===== config.mk =====
export PLATFORM = sky130hd
export DESIGN_NAME = ebc_card
export DESIGN_NICKNAME = d
export VERILOG_FILES = /design/src/rtl/ebc_pkg.sv /design/src/rtl/ebc_card.sv /design/src/rtl/ebc_sync.sv
export SDC_FILE = /design/constraint.sdc
export NUM_CORES = 1
export LEC_CHECK = 0
export BUFFER_PORTS_ARGS = -buffer_cell sky130_fd_sc_hd__clkbuf_2
export CAP_MARGIN = 20
export CORE_MARGIN = 1
export CORE_UTILIZATION = 49
export CTS_BUF_LIST = sky130_fd_sc_hd__clkbuf_16
export DETAILED_ROUTE_END_ITERATION = 12
export PLACE_DENSITY = 0.76
export SLEW_MARGIN = 5
export SYNTH_ARGS = -nofsm -noshare
export SYNTH_HDL_FRONTEND = slang
export SYNTH_SLANG_ARGS = --single-unit

===== constraint.sdc =====
create_clock -name clk_in -period 2.1 [get_ports clk_in]
set_input_delay 0.105 -clock clk_in [delete_from_list [all_inputs] [get_ports clk_in]]
set_output_delay 0.105 -clock clk_in [all_outputs]
set_load 0.02 [all_outputs]

===== src/rtl/ebc_pkg.sv =====
package ebc_pkg;
  // Host address map of the card
  localparam logic [15:0] EBC_IO_LO = 16'hd100;
  localparam logic [15:0] EBC_UNUSED_HI = 16'hd11f;
  localparam logic [15:0] EBC_SER_LO = 16'hd120;
  localparam logic [15:0] EBC_SER_HI = 16'hd13f;
  localparam logic [15:0] EBC_VIA_LO = 16'hd150;
  localparam logic [15:0] EBC_VIA_HI = 16'hd17f;
  localparam logic [15:0] EBC_PER_LO = 16'hd180;
  localparam logic [15:0] EBC_PER_HI = 16'hd1bf;
  localparam logic [15:0] EBC_REG_LO = 16'hd1c0;
  localparam logic [15:0] EBC_IO_HI = 16'hd1ff;
  localparam logic [15:0] EBC_RAM_LO = 16'hd600;
  localparam logic [15:0] EBC_RAM_HI = 16'hd6ff;
  localparam logic [15:0] EBC_ROM_LO = 16'hd800;
  localparam logic [15:0] EBC_ROM_HI = 16'hdfff;

  // card_control fields
  localparam logic [7:0] EBC_CTL_RESET = 8'h00;
  localparam int EBC_CTL_MESSAGE = 4;
  localparam logic [3:0] EBC_BANK_NONE = 4'h0;

  // card_irq_status fields
  localparam int EBC_ST_SER = 0;
  localparam int EBC_ST_VIA = 1;
  localparam int EBC_ST_SHOT = 2;
  localparam int EBC_ST_MENU = 3;
  localparam int EBC_ST_DSR = 5;
  localparam int EBC_ST_CTS = 6;
  localparam int EBC_ST_DCD = 7;

  // Interface adapter port B lines
  localparam int EBC_PB_IO = 0;
  localparam int EBC_PB_CD = 1;
  localparam int EBC_PB_SEL = 2;
  localparam int EBC_PB_RST = 3;
  localparam int EBC_PB_BUSY = 4;
  localparam int EBC_PB_FAULT = 5;
  localparam int EBC_PB_BSY = 6;
  localparam int EBC_PB_REQ = 7;

  // Peripheral adapter port B bank bits
  localparam int EBC_PER_RAMHI = 1;
  localparam int EBC_PER_ROMHI = 2;

  // Build sizes in kilobytes
  localparam int EBC_RAM_BASE_KB = 8;
  localparam int EBC_RAM_MID_KB = 32;
  localparam int EBC_RAM_BIG_KB = 64;
  localparam int EBC_ROM_BASE_KB = 16;
  localparam int EBC_ROM_BIG_KB = 32;

  // Printer strobe least low time
  localparam int EBC_CLK_PS = 20000;
  localparam int EBC_STB_MIN_PS = 500000;
  localparam int EBC_STB_CYC = (EBC_STB_MIN_PS + EBC_CLK_PS - 1) / EBC_CLK_PS;

  typedef struct packed {
    logic [15:0] addr;
    logic [7:0] wdata;
    logic rd;
    logic wr;
  } ebc_host_req_t;

  typedef struct packed {
    logic ser;
    logic via;
    logic per;
    logic ram;
    logic rom;
    logic rd;
    logic wr;
    logic [3:0] rs;
  } ebc_chip_sel_t;

  typedef struct packed {
    logic [7:0] data;
    logic req_n;
    logic bsy_n;
    logic cd_n;
    logic io_n;
    logic busy;
    logic fault_n;
    logic [6:0] dip_n;
    logic mode_n;
    logic wp_n;
    logic menu_n;
    logic shot_n;
    logic dcd;
    logic cts;
    logic dsr;
  } ebc_pins_t;

  localparam ebc_pins_t EBC_PINS_IDLE = 28'hfff_fff8;

  typedef enum logic [1:0] {
    EBC_STB_IDLE = 2'b01,
    EBC_STB_LOW = 2'b10
  } ebc_stb_state_t;
endpackage


===== src/rtl/ebc_card.sv =====
`timescale 1ns/1ps
module ebc_card #(
  parameter int RAM_KB = ebc_pkg::EBC_RAM_BASE_KB,
  parameter int ROM_KB = ebc_pkg::EBC_ROM_BASE_KB
) (
  input wire logic clk_in,
  input wire logic rst_n_in,
  input wire ebc_pkg::ebc_host_req_t host_req_in,
  input wire ebc_pkg::ebc_pins_t pins_in,
  input wire logic [7:0] via_pa_drv_in,
  input wire logic [7:0] via_pb_drv_in,
  input wire logic [7:0] via_pb_dir_in,
  input wire logic via_pa_ctl_out_in,
  input wire logic via_pb_ctl_out_in,
  input wire logic via_irq_n_in,
  input wire logic ser_irq_n_in,
  input wire logic [7:0] per_pa_drv_in,
  input wire logic [7:0] per_pb_drv_in,
  input wire logic per_pa_ctl_out_in,
  input wire logic per_pb_ctl_out_in,
  output logic [7:0] bus_rdata_out,
  output logic bus_rvalid_out,
  output logic bus_claim_out,
  output ebc_pkg::ebc_chip_sel_t chip_sel_out,
  output logic [15:0] rom_addr_out,
  output logic [16:0] ram_addr_out,
  output logic [7:0] via_pa_out,
  output logic [7:0] via_pb_out,
  output logic via_pa_ctl_in_out,
  output logic via_pb_ctl_in_out,
  output logic [7:0] per_pb_out,
  output logic [7:0] scsi_data_out,
  output logic scsi_data_oe_n_out,
  output logic [3:0] scsi_od_out,
  output logic [3:0] scsi_od_oe_n_out,
  output logic scsi_sel_n_out,
  output logic scsi_rst_n_out,
  output logic scsi_ack_n_out,
  output logic scsi_message_n_out,
  output logic prn_strobe_n_out,
  output logic rts_out,
  output logic dtr_out,
  output logic led_out
);
  import ebc_pkg::*;

  function automatic logic in_rng(input logic [15:0] a, input logic [15:0] lo,
                                  input logic [15:0] hi);
    return (a >= lo) && (a <= hi);
  endfunction

  // Open-drain: pull low only when the port bit is an output holding 0
  function automatic logic od_oe_n(input logic dir, input logic drv);
    return !(dir && !drv);
  endfunction

  ebc_pins_t pins_s;
  logic [7:0] ctl_q;
  logic card_on;
  logic acc;
  logic hit_ser;
  logic hit_via;
  logic hit_per;
  logic hit_reg;
  logic hit_ram;
  logic hit_rom;
  logic rom_hi;
  logic ram_hi;
  logic [7:0] ram_bank;
  logic io_level;
  logic [7:0] status_w;
  ebc_stb_state_t stb_q;
  logic [4:0] stb_cnt_q;
  logic [4:0] low_len_q;

  ebc_sync #(
    .W($bits(ebc_pins_t)),
    .RST(EBC_PINS_IDLE)
  ) u_sync (
    .clk_in(clk_in),
    .rst_n_in(rst_n_in),
    .d_in(pins_in),
    .q_out(pins_s)
  );

  assign acc = host_req_in.rd || host_req_in.wr;
  assign card_on = (ctl_q[3:0] != EBC_BANK_NONE);
  assign hit_ser = in_rng(host_req_in.addr, EBC_SER_LO, EBC_SER_HI);
  assign hit_via = in_rng(host_req_in.addr, EBC_VIA_LO, EBC_VIA_HI);
  assign hit_per = in_rng(host_req_in.addr, EBC_PER_LO, EBC_PER_HI);
  assign hit_reg = in_rng(host_req_in.addr, EBC_REG_LO, EBC_IO_HI);
  assign hit_ram = in_rng(host_req_in.addr, EBC_RAM_LO, EBC_RAM_HI) && card_on;
  assign hit_rom = in_rng(host_req_in.addr, EBC_ROM_LO, EBC_ROM_HI) && card_on;

  // Each top bank bit only exists on the largest build of its ROM or RAM; RAM bank bits 7:6 exist from the 32 KB build up
  assign rom_hi = (ROM_KB == EBC_ROM_BIG_KB) ? per_pb_drv_in[EBC_PER_ROMHI] : 1'b0;
  assign ram_hi = (RAM_KB == EBC_RAM_BIG_KB) ? per_pb_drv_in[EBC_PER_RAMHI] : 1'b0;
  assign ram_bank[5:0] = per_pa_drv_in[5:0];
  assign ram_bank[7:6] = (RAM_KB >= EBC_RAM_MID_KB) ? per_pa_drv_in[7:6] : 2'b00;

  assign io_level = via_pb_dir_in[EBC_PB_IO] ? via_pb_drv_in[EBC_PB_IO] : pins_s.io_n;

  always_comb begin
    status_w = 8'h00;
    status_w[EBC_ST_MENU] = pins_s.menu_n;
    status_w[EBC_ST_SHOT] = pins_s.shot_n;
    status_w[EBC_ST_VIA] = !via_irq_n_in;
    status_w[EBC_ST_SER] = !ser_irq_n_in;
    status_w[EBC_ST_DSR] = pins_s.dsr;
    status_w[EBC_ST_CTS] = pins_s.cts;
    status_w[EBC_ST_DCD] = pins_s.dcd;
  end

  // Control register is write-only; reads of the same range see status
  always_ff @(posedge clk_in) begin
    if (!rst_n_in) begin
      ctl_q <= EBC_CTL_RESET;
    end else if (host_req_in.wr && hit_reg) begin
      ctl_q <= host_req_in.wdata;
    end
  end

  always_ff @(posedge clk_in) begin
    if (!rst_n_in) begin
      bus_rdata_out <= 8'h00;
      bus_rvalid_out <= 1'b0;
      bus_claim_out <= 1'b0;
    end else begin
      bus_rvalid_out <= host_req_in.rd && hit_reg;
      bus_rdata_out <= (host_req_in.rd && hit_reg) ? status_w : 8'h00;
      bus_claim_out <= acc && (hit_ser || hit_via || hit_per || hit_reg || hit_ram
                               || hit_rom);
    end
  end

  always_ff @(posedge clk_in) begin
    if (!rst_n_in) begin
      chip_sel_out <= '0;
      rom_addr_out <= 16'h0000;
      ram_addr_out <= 17'h00000;
    end else begin
      chip_sel_out.ser <= acc && hit_ser;
      chip_sel_out.via <= acc && hit_via;
      chip_sel_out.per <= acc && hit_per;
      chip_sel_out.ram <= acc && hit_ram;
      chip_sel_out.rom <= acc && host_req_in.rd && hit_rom;
      chip_sel_out.rd <= host_req_in.rd;
      chip_sel_out.wr <= host_req_in.wr;
      // Low address lines go straight through, no swap of the middle pair
      chip_sel_out.rs <= host_req_in.addr[3:0];
      rom_addr_out <= {rom_hi, ctl_q[3:0], host_req_in.addr[10:0]};
      ram_addr_out <= {ram_hi, ram_bank, host_req_in.addr[7:0]};
    end
  end

  // Interface adapter side of the SCSI and printer buses
  always_ff @(posedge clk_in) begin
    if (!rst_n_in) begin
      via_pa_out <= 8'h00;
      via_pb_out <= 8'hff;
      via_pa_ctl_in_out <= 1'b1;
      via_pb_ctl_in_out <= 1'b1;
      scsi_data_out <= 8'h00;
      scsi_data_oe_n_out <= 1'b1;
    end else begin
      via_pa_out <= ~pins_s.data;
      via_pb_out[EBC_PB_IO] <= pins_s.io_n;
      via_pb_out[EBC_PB_CD] <= pins_s.cd_n;
      via_pb_out[EBC_PB_SEL] <= via_pb_drv_in[EBC_PB_SEL];
      via_pb_out[EBC_PB_RST] <= via_pb_drv_in[EBC_PB_RST];
      via_pb_out[EBC_PB_BUSY] <= pins_s.busy;
      // Switch one on means no fault, and it cannot be read by itself
      via_pb_out[EBC_PB_FAULT] <= pins_s.fault_n || !pins_s.dip_n[0];
      via_pb_out[EBC_PB_BSY] <= pins_s.bsy_n;
      via_pb_out[EBC_PB_REQ] <= pins_s.req_n;
      via_pa_ctl_in_out <= pins_s.req_n;
      via_pb_ctl_in_out <= pins_s.menu_n && pins_s.shot_n;
      scsi_data_out <= ~via_pa_drv_in;
      scsi_data_oe_n_out <= !io_level;
    end
  end

  always_ff @(posedge clk_in) begin
    if (!rst_n_in) begin
      scsi_od_out <= 4'h0;
      scsi_od_oe_n_out <= 4'hf;
      scsi_sel_n_out <= 1'b1;
      scsi_rst_n_out <= 1'b1;
      scsi_ack_n_out <= 1'b1;
      scsi_message_n_out <= 1'b1;
    end else begin
      scsi_od_out <= 4'h0;
      scsi_od_oe_n_out[0] <= od_oe_n(via_pb_dir_in[EBC_PB_IO], via_pb_drv_in[EBC_PB_IO]);
      scsi_od_oe_n_out[1] <= od_oe_n(via_pb_dir_in[EBC_PB_CD], via_pb_drv_in[EBC_PB_CD]);
      scsi_od_oe_n_out[2] <= od_oe_n(via_pb_dir_in[EBC_PB_BSY], via_pb_drv_in[EBC_PB_BSY]);
      scsi_od_oe_n_out[3] <= od_oe_n(via_pb_dir_in[EBC_PB_REQ], via_pb_drv_in[EBC_PB_REQ]);
      scsi_sel_n_out <= !via_pb_dir_in[EBC_PB_SEL] || via_pb_drv_in[EBC_PB_SEL];
      scsi_rst_n_out <= !via_pb_dir_in[EBC_PB_RST] || via_pb_drv_in[EBC_PB_RST];
      scsi_ack_n_out <= via_pa_ctl_out_in;
      scsi_message_n_out <= ctl_q[EBC_CTL_MESSAGE];
    end
  end

  // Peripheral adapter: switches in, modem controls and light out
  always_ff @(posedge clk_in) begin
    if (!rst_n_in) begin
      per_pb_out <= 8'hff;
      rts_out <= 1'b0;
      dtr_out <= 1'b0;
      led_out <= 1'b0;
    end else begin
      per_pb_out <= {pins_s.dip_n[6:1], pins_s.wp_n, pins_s.mode_n};
      rts_out <= per_pa_ctl_out_in;
      dtr_out <= per_pb_ctl_out_in;
      led_out <= card_on;
    end
  end

  // Stretch the strobe: a too-short adapter pulse could be missed by slow printers
  always_ff @(posedge clk_in) begin
    if (!rst_n_in) begin
      stb_q <= EBC_STB_IDLE;
      stb_cnt_q <= 5'd0;
      prn_strobe_n_out <= 1'b1;
    end else begin
      case (stb_q)
        EBC_STB_IDLE: begin
          if (!via_pb_ctl_out_in) begin
            stb_q <= EBC_STB_LOW;
            stb_cnt_q <= 5'(EBC_STB_CYC - 1);
            prn_strobe_n_out <= 1'b0;
          end
        end
        EBC_STB_LOW: begin
          if (stb_cnt_q != 5'd0) begin
            stb_cnt_q <= stb_cnt_q - 5'd1;
          end else if (via_pb_ctl_out_in) begin
            stb_q <= EBC_STB_IDLE;
            prn_strobe_n_out <= 1'b1;
          end
        end
        default: begin
          stb_q <= EBC_STB_IDLE;
          prn_strobe_n_out <= 1'b1;
        end
      endcase
    end
  end

  always_ff @(posedge clk_in) begin
    if (!rst_n_in || prn_strobe_n_out) begin
      low_len_q <= 5'd0;
    end else if (low_len_q != 5'h1f) begin
      low_len_q <= low_len_q + 5'd1;
    end
  end

  property p_low_page;
    @(posedge clk_in) disable iff (!rst_n_in)
      (acc && in_rng(host_req_in.addr, EBC_IO_LO, EBC_UNUSED_HI)) |=> !bus_claim_out;
  endproperty
  a_low_page: assert property (p_low_page) else $error("unused page claimed");

  property p_ctl_write;
    @(posedge clk_in) disable iff (!rst_n_in)
      (host_req_in.wr && hit_reg) |=> ##1 (led_out == ($past(host_req_in.wdata, 2) != 8'h00)
                                           || $past(host_req_in.wdata, 2) > 8'h0f);
  endproperty
  a_ctl_write: assert property (p_ctl_write) else $error("control write lost");

  property p_stat_read;
    @(posedge clk_in) disable iff (!rst_n_in)
      (host_req_in.rd && hit_reg) |=> (bus_rvalid_out && bus_rdata_out == $past(status_w));
  endproperty
  a_stat_read: assert property (p_stat_read) else $error("status read wrong");

  property p_led;
    @(posedge clk_in) disable iff (!rst_n_in)
      ##1 (led_out == ($past(ctl_q[3:0]) != EBC_BANK_NONE));
  endproperty
  a_led: assert property (p_led) else $error("light not following bank");

  property p_rom_off;
    @(posedge clk_in) disable iff (!rst_n_in)
      (ctl_q[3:0] == EBC_BANK_NONE) |=> !chip_sel_out.rom && !chip_sel_out.ram;
  endproperty
  a_rom_off: assert property (p_rom_off) else $error("window mapped with no bank");

  property p_fault;
    @(posedge clk_in) disable iff (!rst_n_in)
      !pins_s.dip_n[0] |=> via_pb_out[EBC_PB_FAULT];
  endproperty
  a_fault: assert property (p_fault) else $error("fault not overridden");

  property p_strobe;
    @(posedge clk_in) disable iff (!rst_n_in)
      (!prn_strobe_n_out && low_len_q < 5'(EBC_STB_CYC - 1)) |=> !prn_strobe_n_out;
  endproperty
  a_strobe: assert property (p_strobe) else $error("strobe too short");

  property p_dir;
    @(posedge clk_in) disable iff (!rst_n_in)
      io_level |=> (!scsi_data_oe_n_out && scsi_data_out == ~$past(via_pa_drv_in));
  endproperty
  a_dir: assert property (p_dir) else $error("data not driven outward");

  property p_buttons;
    @(posedge clk_in) disable iff (!rst_n_in)
      (!pins_s.menu_n || !pins_s.shot_n) |=> !via_pb_ctl_in_out;
  endproperty
  a_buttons: assert property (p_buttons) else $error("button line not low");

  property p_ack;
    @(posedge clk_in) disable iff (!rst_n_in)
      $fell(via_pa_ctl_out_in) |=> !scsi_ack_n_out;
  endproperty
  a_ack: assert property (p_ack) else $error("ack not passed");
endmodule // ebc_card


===== src/rtl/ebc_sync.sv =====
`timescale 1ns/1ps
module ebc_sync #(
  parameter int W = 1,
  parameter logic [W-1:0] RST = '0
) (
  input wire logic clk_in,
  input wire logic rst_n_in,
  input wire logic [W-1:0] d_in,
  output logic [W-1:0] q_out
);
  logic [W-1:0] s1_q;
  logic [W-1:0] s2_q;
  logic [W-1:0] s3_q;

  always_ff @(posedge clk_in) begin
    if (!rst_n_in) begin
      s1_q <= RST;
      s2_q <= RST;
      s3_q <= RST;
    end else begin
      s1_q <= d_in;
      s2_q <= s1_q;
      s3_q <= s2_q;
    end
  end

  // A bit moves only when the last two stages agree, so a glitch is dropped
  for (genvar i = 0; i < W; i++) begin : g_bit
    always_ff @(posedge clk_in) begin
      if (!rst_n_in) begin
        q_out[i] <= RST[i];
      end else if (s2_q[i] == s3_q[i]) begin
        q_out[i] <= s3_q[i];
      end
    end
  end
endmodule // ebc_sync


==> metrics.txt <==
# TYPE chip_impl_metric gauge
chip_impl_info{name="outcome",value="complete, no violations"} 1
chip_impl_metric{name="power.density",unit="nW/µm²"} 907
chip_impl_metric{name="vias",unit=""} 4619
chip_impl_info{name="cp-startpoint",value="host_req_in[21]"} 1
chip_impl_info{name="cts_tree",value="done"} 1
chip_impl_metric{name="cts_resized",unit=""} 0
chip_impl_metric{name="die_x",unit="µm"} 115
chip_impl_metric{name="die_area",unit="µm²"} 13200
chip_impl_metric{name="detail_route.first_pass.iterations",unit=""} 4
chip_impl_metric{name="cp_max_fo",unit=""} 5
chip_impl_metric{name="final-setup-viol-count",unit=""} 0
chip_impl_metric{name="syn_avg_cell_area",unit="µm²"} 11.0
chip_impl_info{name="dominantRegCellSynth",value="dfxtp_1"} 1
chip_impl_metric{name="worst_reg_to_reg_cells",unit=""} 6
chip_impl_metric{name="gp_congestion",unit=""} 0.743
chip_impl_metric{name="core_region_area",unit="µm²"} 12200
chip_impl_info{name="critical_path.reg2reg.endpoint",value="stb_cnt_q[3]"} 1
chip_impl_metric{name="track_usage",unit="%"} 19.4
chip_impl_metric{name="layout_worst_path_cycle_share",unit="%"} 83.7
chip_impl_metric{name="floorplan.io_pins",unit=""} 207
chip_impl_metric{name="ys_seq_area_share",unit="%"} 66.1
chip_impl_metric{name="worst_setup_hold_path_clk_slew",unit="ns"} 0.06
chip_impl_metric{name="crit_required",unit="ns"} 2.46
chip_impl_metric{name="clk_latency",unit="ns"} 0.47
chip_impl_info{name="timing_worst_setup_path_type",value="in2reg"} 1
chip_impl_metric{name="synth-async-reset-ratio",unit="%"} 0
chip_impl_metric{name="number_of_synthesized_register_bits",unit=""} 206
chip_impl_metric{name="synth.lib_cells_used.distinct",unit=""} 38
chip_impl_metric{name="post_synth_inst_count",unit=""} 565
chip_impl_metric{name="post-cts-setup-buffer-count",unit=""} 0
chip_impl_info{name="worst_r2r_startpoint",value="stb_cnt_q[0]"} 1
chip_impl_metric{name="setup_slack_on_the_worst_flop_to_flop_path",unit="ns"} 0.52
chip_impl_metric{name="initial_core_utilization",unit="%"} 51.1
chip_impl_metric{name="total_wirelength",unit="µm"} 13100
chip_impl_info{name="timing.hold.worst_endpoint",value="chip_sel_out[6]"} 1
chip_impl_metric{name="final.hold.worst_slack",unit="ns"} 0.0544
chip_impl_metric{name="cts_htree_levels",unit=""} 1
chip_impl_metric{name="area_growth_syn_to_layout",unit="%"} 37.5
chip_impl_metric{name="whs_path_depth",unit=""} 3
chip_impl_metric{name="cts_sinks",unit=""} 206
chip_impl_metric{name="placement_rows",unit=""} 40
chip_impl_metric{name="worst_ir_drop_vdd",unit="mV"} 0.663
chip_impl_metric{name="time_the_worst_path_needs_with_i_o_delays_and_setup",unit="ns"} 1.76
chip_impl_metric{name="drt.antenna.violating_nets",unit=""} 0
chip_impl_metric{name="cts-root-to-sink-buffers",unit=""} 3
chip_impl_metric{name="drt_drc_violations_left",unit=""} 0
chip_impl_metric{name="fin_nets",unit=""} 922
chip_impl_metric{name="grt_start_max_net_pins",unit=""} 103
chip_impl_info{name="cts_root_buf",value="clkbuf_16"} 1
chip_impl_info{name="setup_repair_after_global_routing_missed_its_margin",value="no"} 1
chip_impl_metric{name="grt.met3_usage",unit="%"} 3.74
chip_impl_metric{name="finalHoldViolations",unit=""} 0
chip_impl_metric{name="antenna_cells_inserted",unit=""} 0
chip_impl_info{name="critical_path.startpoint_type",value="input port"} 1
chip_impl_metric{name="synth_enable_flop_cells",unit=""} 0
chip_impl_metric{name="antenna_found_initial",unit=""} 0
chip_impl_metric{name="io_buffers",unit=""} 180
chip_impl_metric{name="total_leakage_power",unit="nW"} 3.72
chip_impl_metric{name="first_global_vias",unit=""} 4576
chip_impl_metric{name="post_drt_wl_per_cell",unit="µm"} 13.1
chip_impl_metric{name="groute.layer.met2.usage",unit="%"} 38.7
chip_impl_info{name="hold_path.startpoint",value="host_req_in[25]"} 1
chip_impl_metric{name="tritoncts.num_buffers",unit=""} 20
chip_impl_metric{name="p_total",unit="mW"} 7.79
chip_impl_metric{name="worst_slew_margin_rel",unit="%"} 41.7
chip_impl_metric{name="die_h",unit="µm"} 115
chip_impl_metric{name="drt_iter0_drc",unit=""} 271
chip_impl_metric{name="routed_via_density",unit=""} 4.62
chip_impl_metric{name="max_slew.worst_pin.slew",unit="ns"} 0.874
chip_impl_metric{name="fin_worst_skew",unit="ns"} 0.00685
chip_impl_metric{name="maxClockFrequency",unit="MHz"} 569
chip_impl_info{name="min-delay-path-class",value="in2reg"} 1
chip_impl_metric{name="grt_overflow_total",unit=""} 0
chip_impl_metric{name="place.detailed.hpwl",unit="µm"} 7410
chip_impl_metric{name="setup_total_negative_slack",unit="ns"} 0
chip_impl_metric{name="yosysWarnings",unit=""} 0
chip_impl_metric{name="timing.max_cap.violations",unit=""} 0
chip_impl_metric{name="mappedNetlistArea",unit="µm²"} 6240
chip_impl_info{name="grt_busiest_layer",value="met2"} 1
chip_impl_metric{name="global_route_wire_length_before_repair",unit="µm"} 20500
chip_impl_metric{name="timing.critical_path.arrival",unit="ns"} 2.12
chip_impl_metric{name="slew_viol_final",unit=""} 0
chip_impl_info{name="worstSetupEndpointType",value="flip-flop"} 1
chip_impl_metric{name="gr-usage-met1",unit="%"} 19.2
chip_impl_metric{name="share_of_post_route_cells_with_drive_strength_above_1",unit="%"} 26.0
cells in the mapped netlist (all sizes together) (3+ instances only):
cell type / count / area, µm²
a21boi: 5 / 37.5
a21oi: 28 / 140
and2: 35 / 219
buf: 24 / 180
clkbuf: 20 / 75.1
dfxtp: 206 / 4120
inv: 9 / 33.8
mux2i: 5 / 50.1
nand2: 21 / 78.8
nand2b: 93 / 582
nand3b: 8 / 60.1
nor2: 26 / 97.6
nor2b: 19 / 119
nor4: 4 / 31.3
nor4b: 4 / 35.0
o21a: 3 / 22.5
o21ai: 31 / 155
or3: 4 / 25.0
state kept, by name (all words and copies together), names as in the netlist, 10 cells and up:
name,count
u_sync.s3_q,28
chip_sel_out,10
rom_addr_out,12
u_sync.s2_q,28
u_sync.q_out,28
u_sync.s1_q,28
worst max path at each step:
stage | endpoint | slack (ns) | cells past startpoint
after CTS | ctl_q[4] | 0.39 | 5
after detailed placement | ctl_q[4] | 0.46 | 4
after global routing | ctl_q[4] | 0.32 | 5
after floorplan | stb_cnt_q[3] | 0.49 | 5
after global placement | ctl_q[0] | 0.48 | 4
final | ctl_q[4] | 0.34 | 5
cell usage in the layout, fill, tap and decap left out, types with 21 or more instances in the layout:
cell           netlist  layout
clkbuf_2             0     179
nand2b_1            93      93
o21ai_0             31      31
a21oi_1             28      28
nand2_1             21      21
dlygate4sd3_1        0      83
dfxtp_1            206     206
nor2_1              26      26
and2_1              35      35
clkbuf_16            0      21
repair_timing:
action | 4_1_cts | 5_1_grt
endpoints found under the hold margin | 82 | 0
setup endpoints to repair | 0 | 0
hold buffers | 83 | 0
report_power, final:
| group | internal [mW] | switching [mW] | total (mW) |
|---|---|---|---|
| registers | 4.02 | 0.0466 | 4.07 |
| clock network | 1.80 | 1.39 | 3.19 |
| logic | 0.273 | 0.257 | 0.531 |
| total | 6.10 | 1.69 | 7.79 |
critical path, stage by stage:
cell	delay, ns
dlygate4sd3_1	0.54
clkbuf_2	0.16
or4b_4	0.56
or4_4	0.60
mux2i_1	0.15
kinds of logic after synthesis:
group | Yosys count | share of synthesized area [%]
buffers and inverters | 53 | 4.63
other | 1 | 0.0601
adder cells (fa/ha/maj) | 2 | 0.401
AO/OA/AOI/OAI | 74 | 6.61
flip-flops | 206 | 66.1
AND/OR/NAND/NOR | 223 | 21.2
multiplexers | 6 | 0.982
metrics by stage:
| stage | cell area [µm²] | setup WS [ns] | utilization [%] | std cells |
|---|---|---|---|---|
| finish | 8580 | 0.342 | 70.3 | 1000 |
| global route | 8580 | 0.321 | 70.3 | 1000 |
| CTS | 8580 | 0.387 | 70.3 | 1000 |
| detailed placement | 7160 | 0.459 | 58.6 | 881 |
| global placement | 7160 | 0.481 | 58.6 | 881 |
| floorplan | 6270 | 0.489 | - | 573 |
per-layer routing:
layer	vias to the layer above	part of all wire [%]
met1	2135	38
li1	2293	-
met5	-	0
met3	40	5.6
met4	0	3.3
met2	151	53
cell type report:
cell class	instances	area (µm²)
timing repair buffer	267	1760
fill	907	3630
tap	168	210
clock inverter	15	65.1
inverter	9	33.8
multi-input combinational	314	1860
clock buffer	21	526
sequential	206	4120
Note: power is estimated with default switching activity, not from simulation.
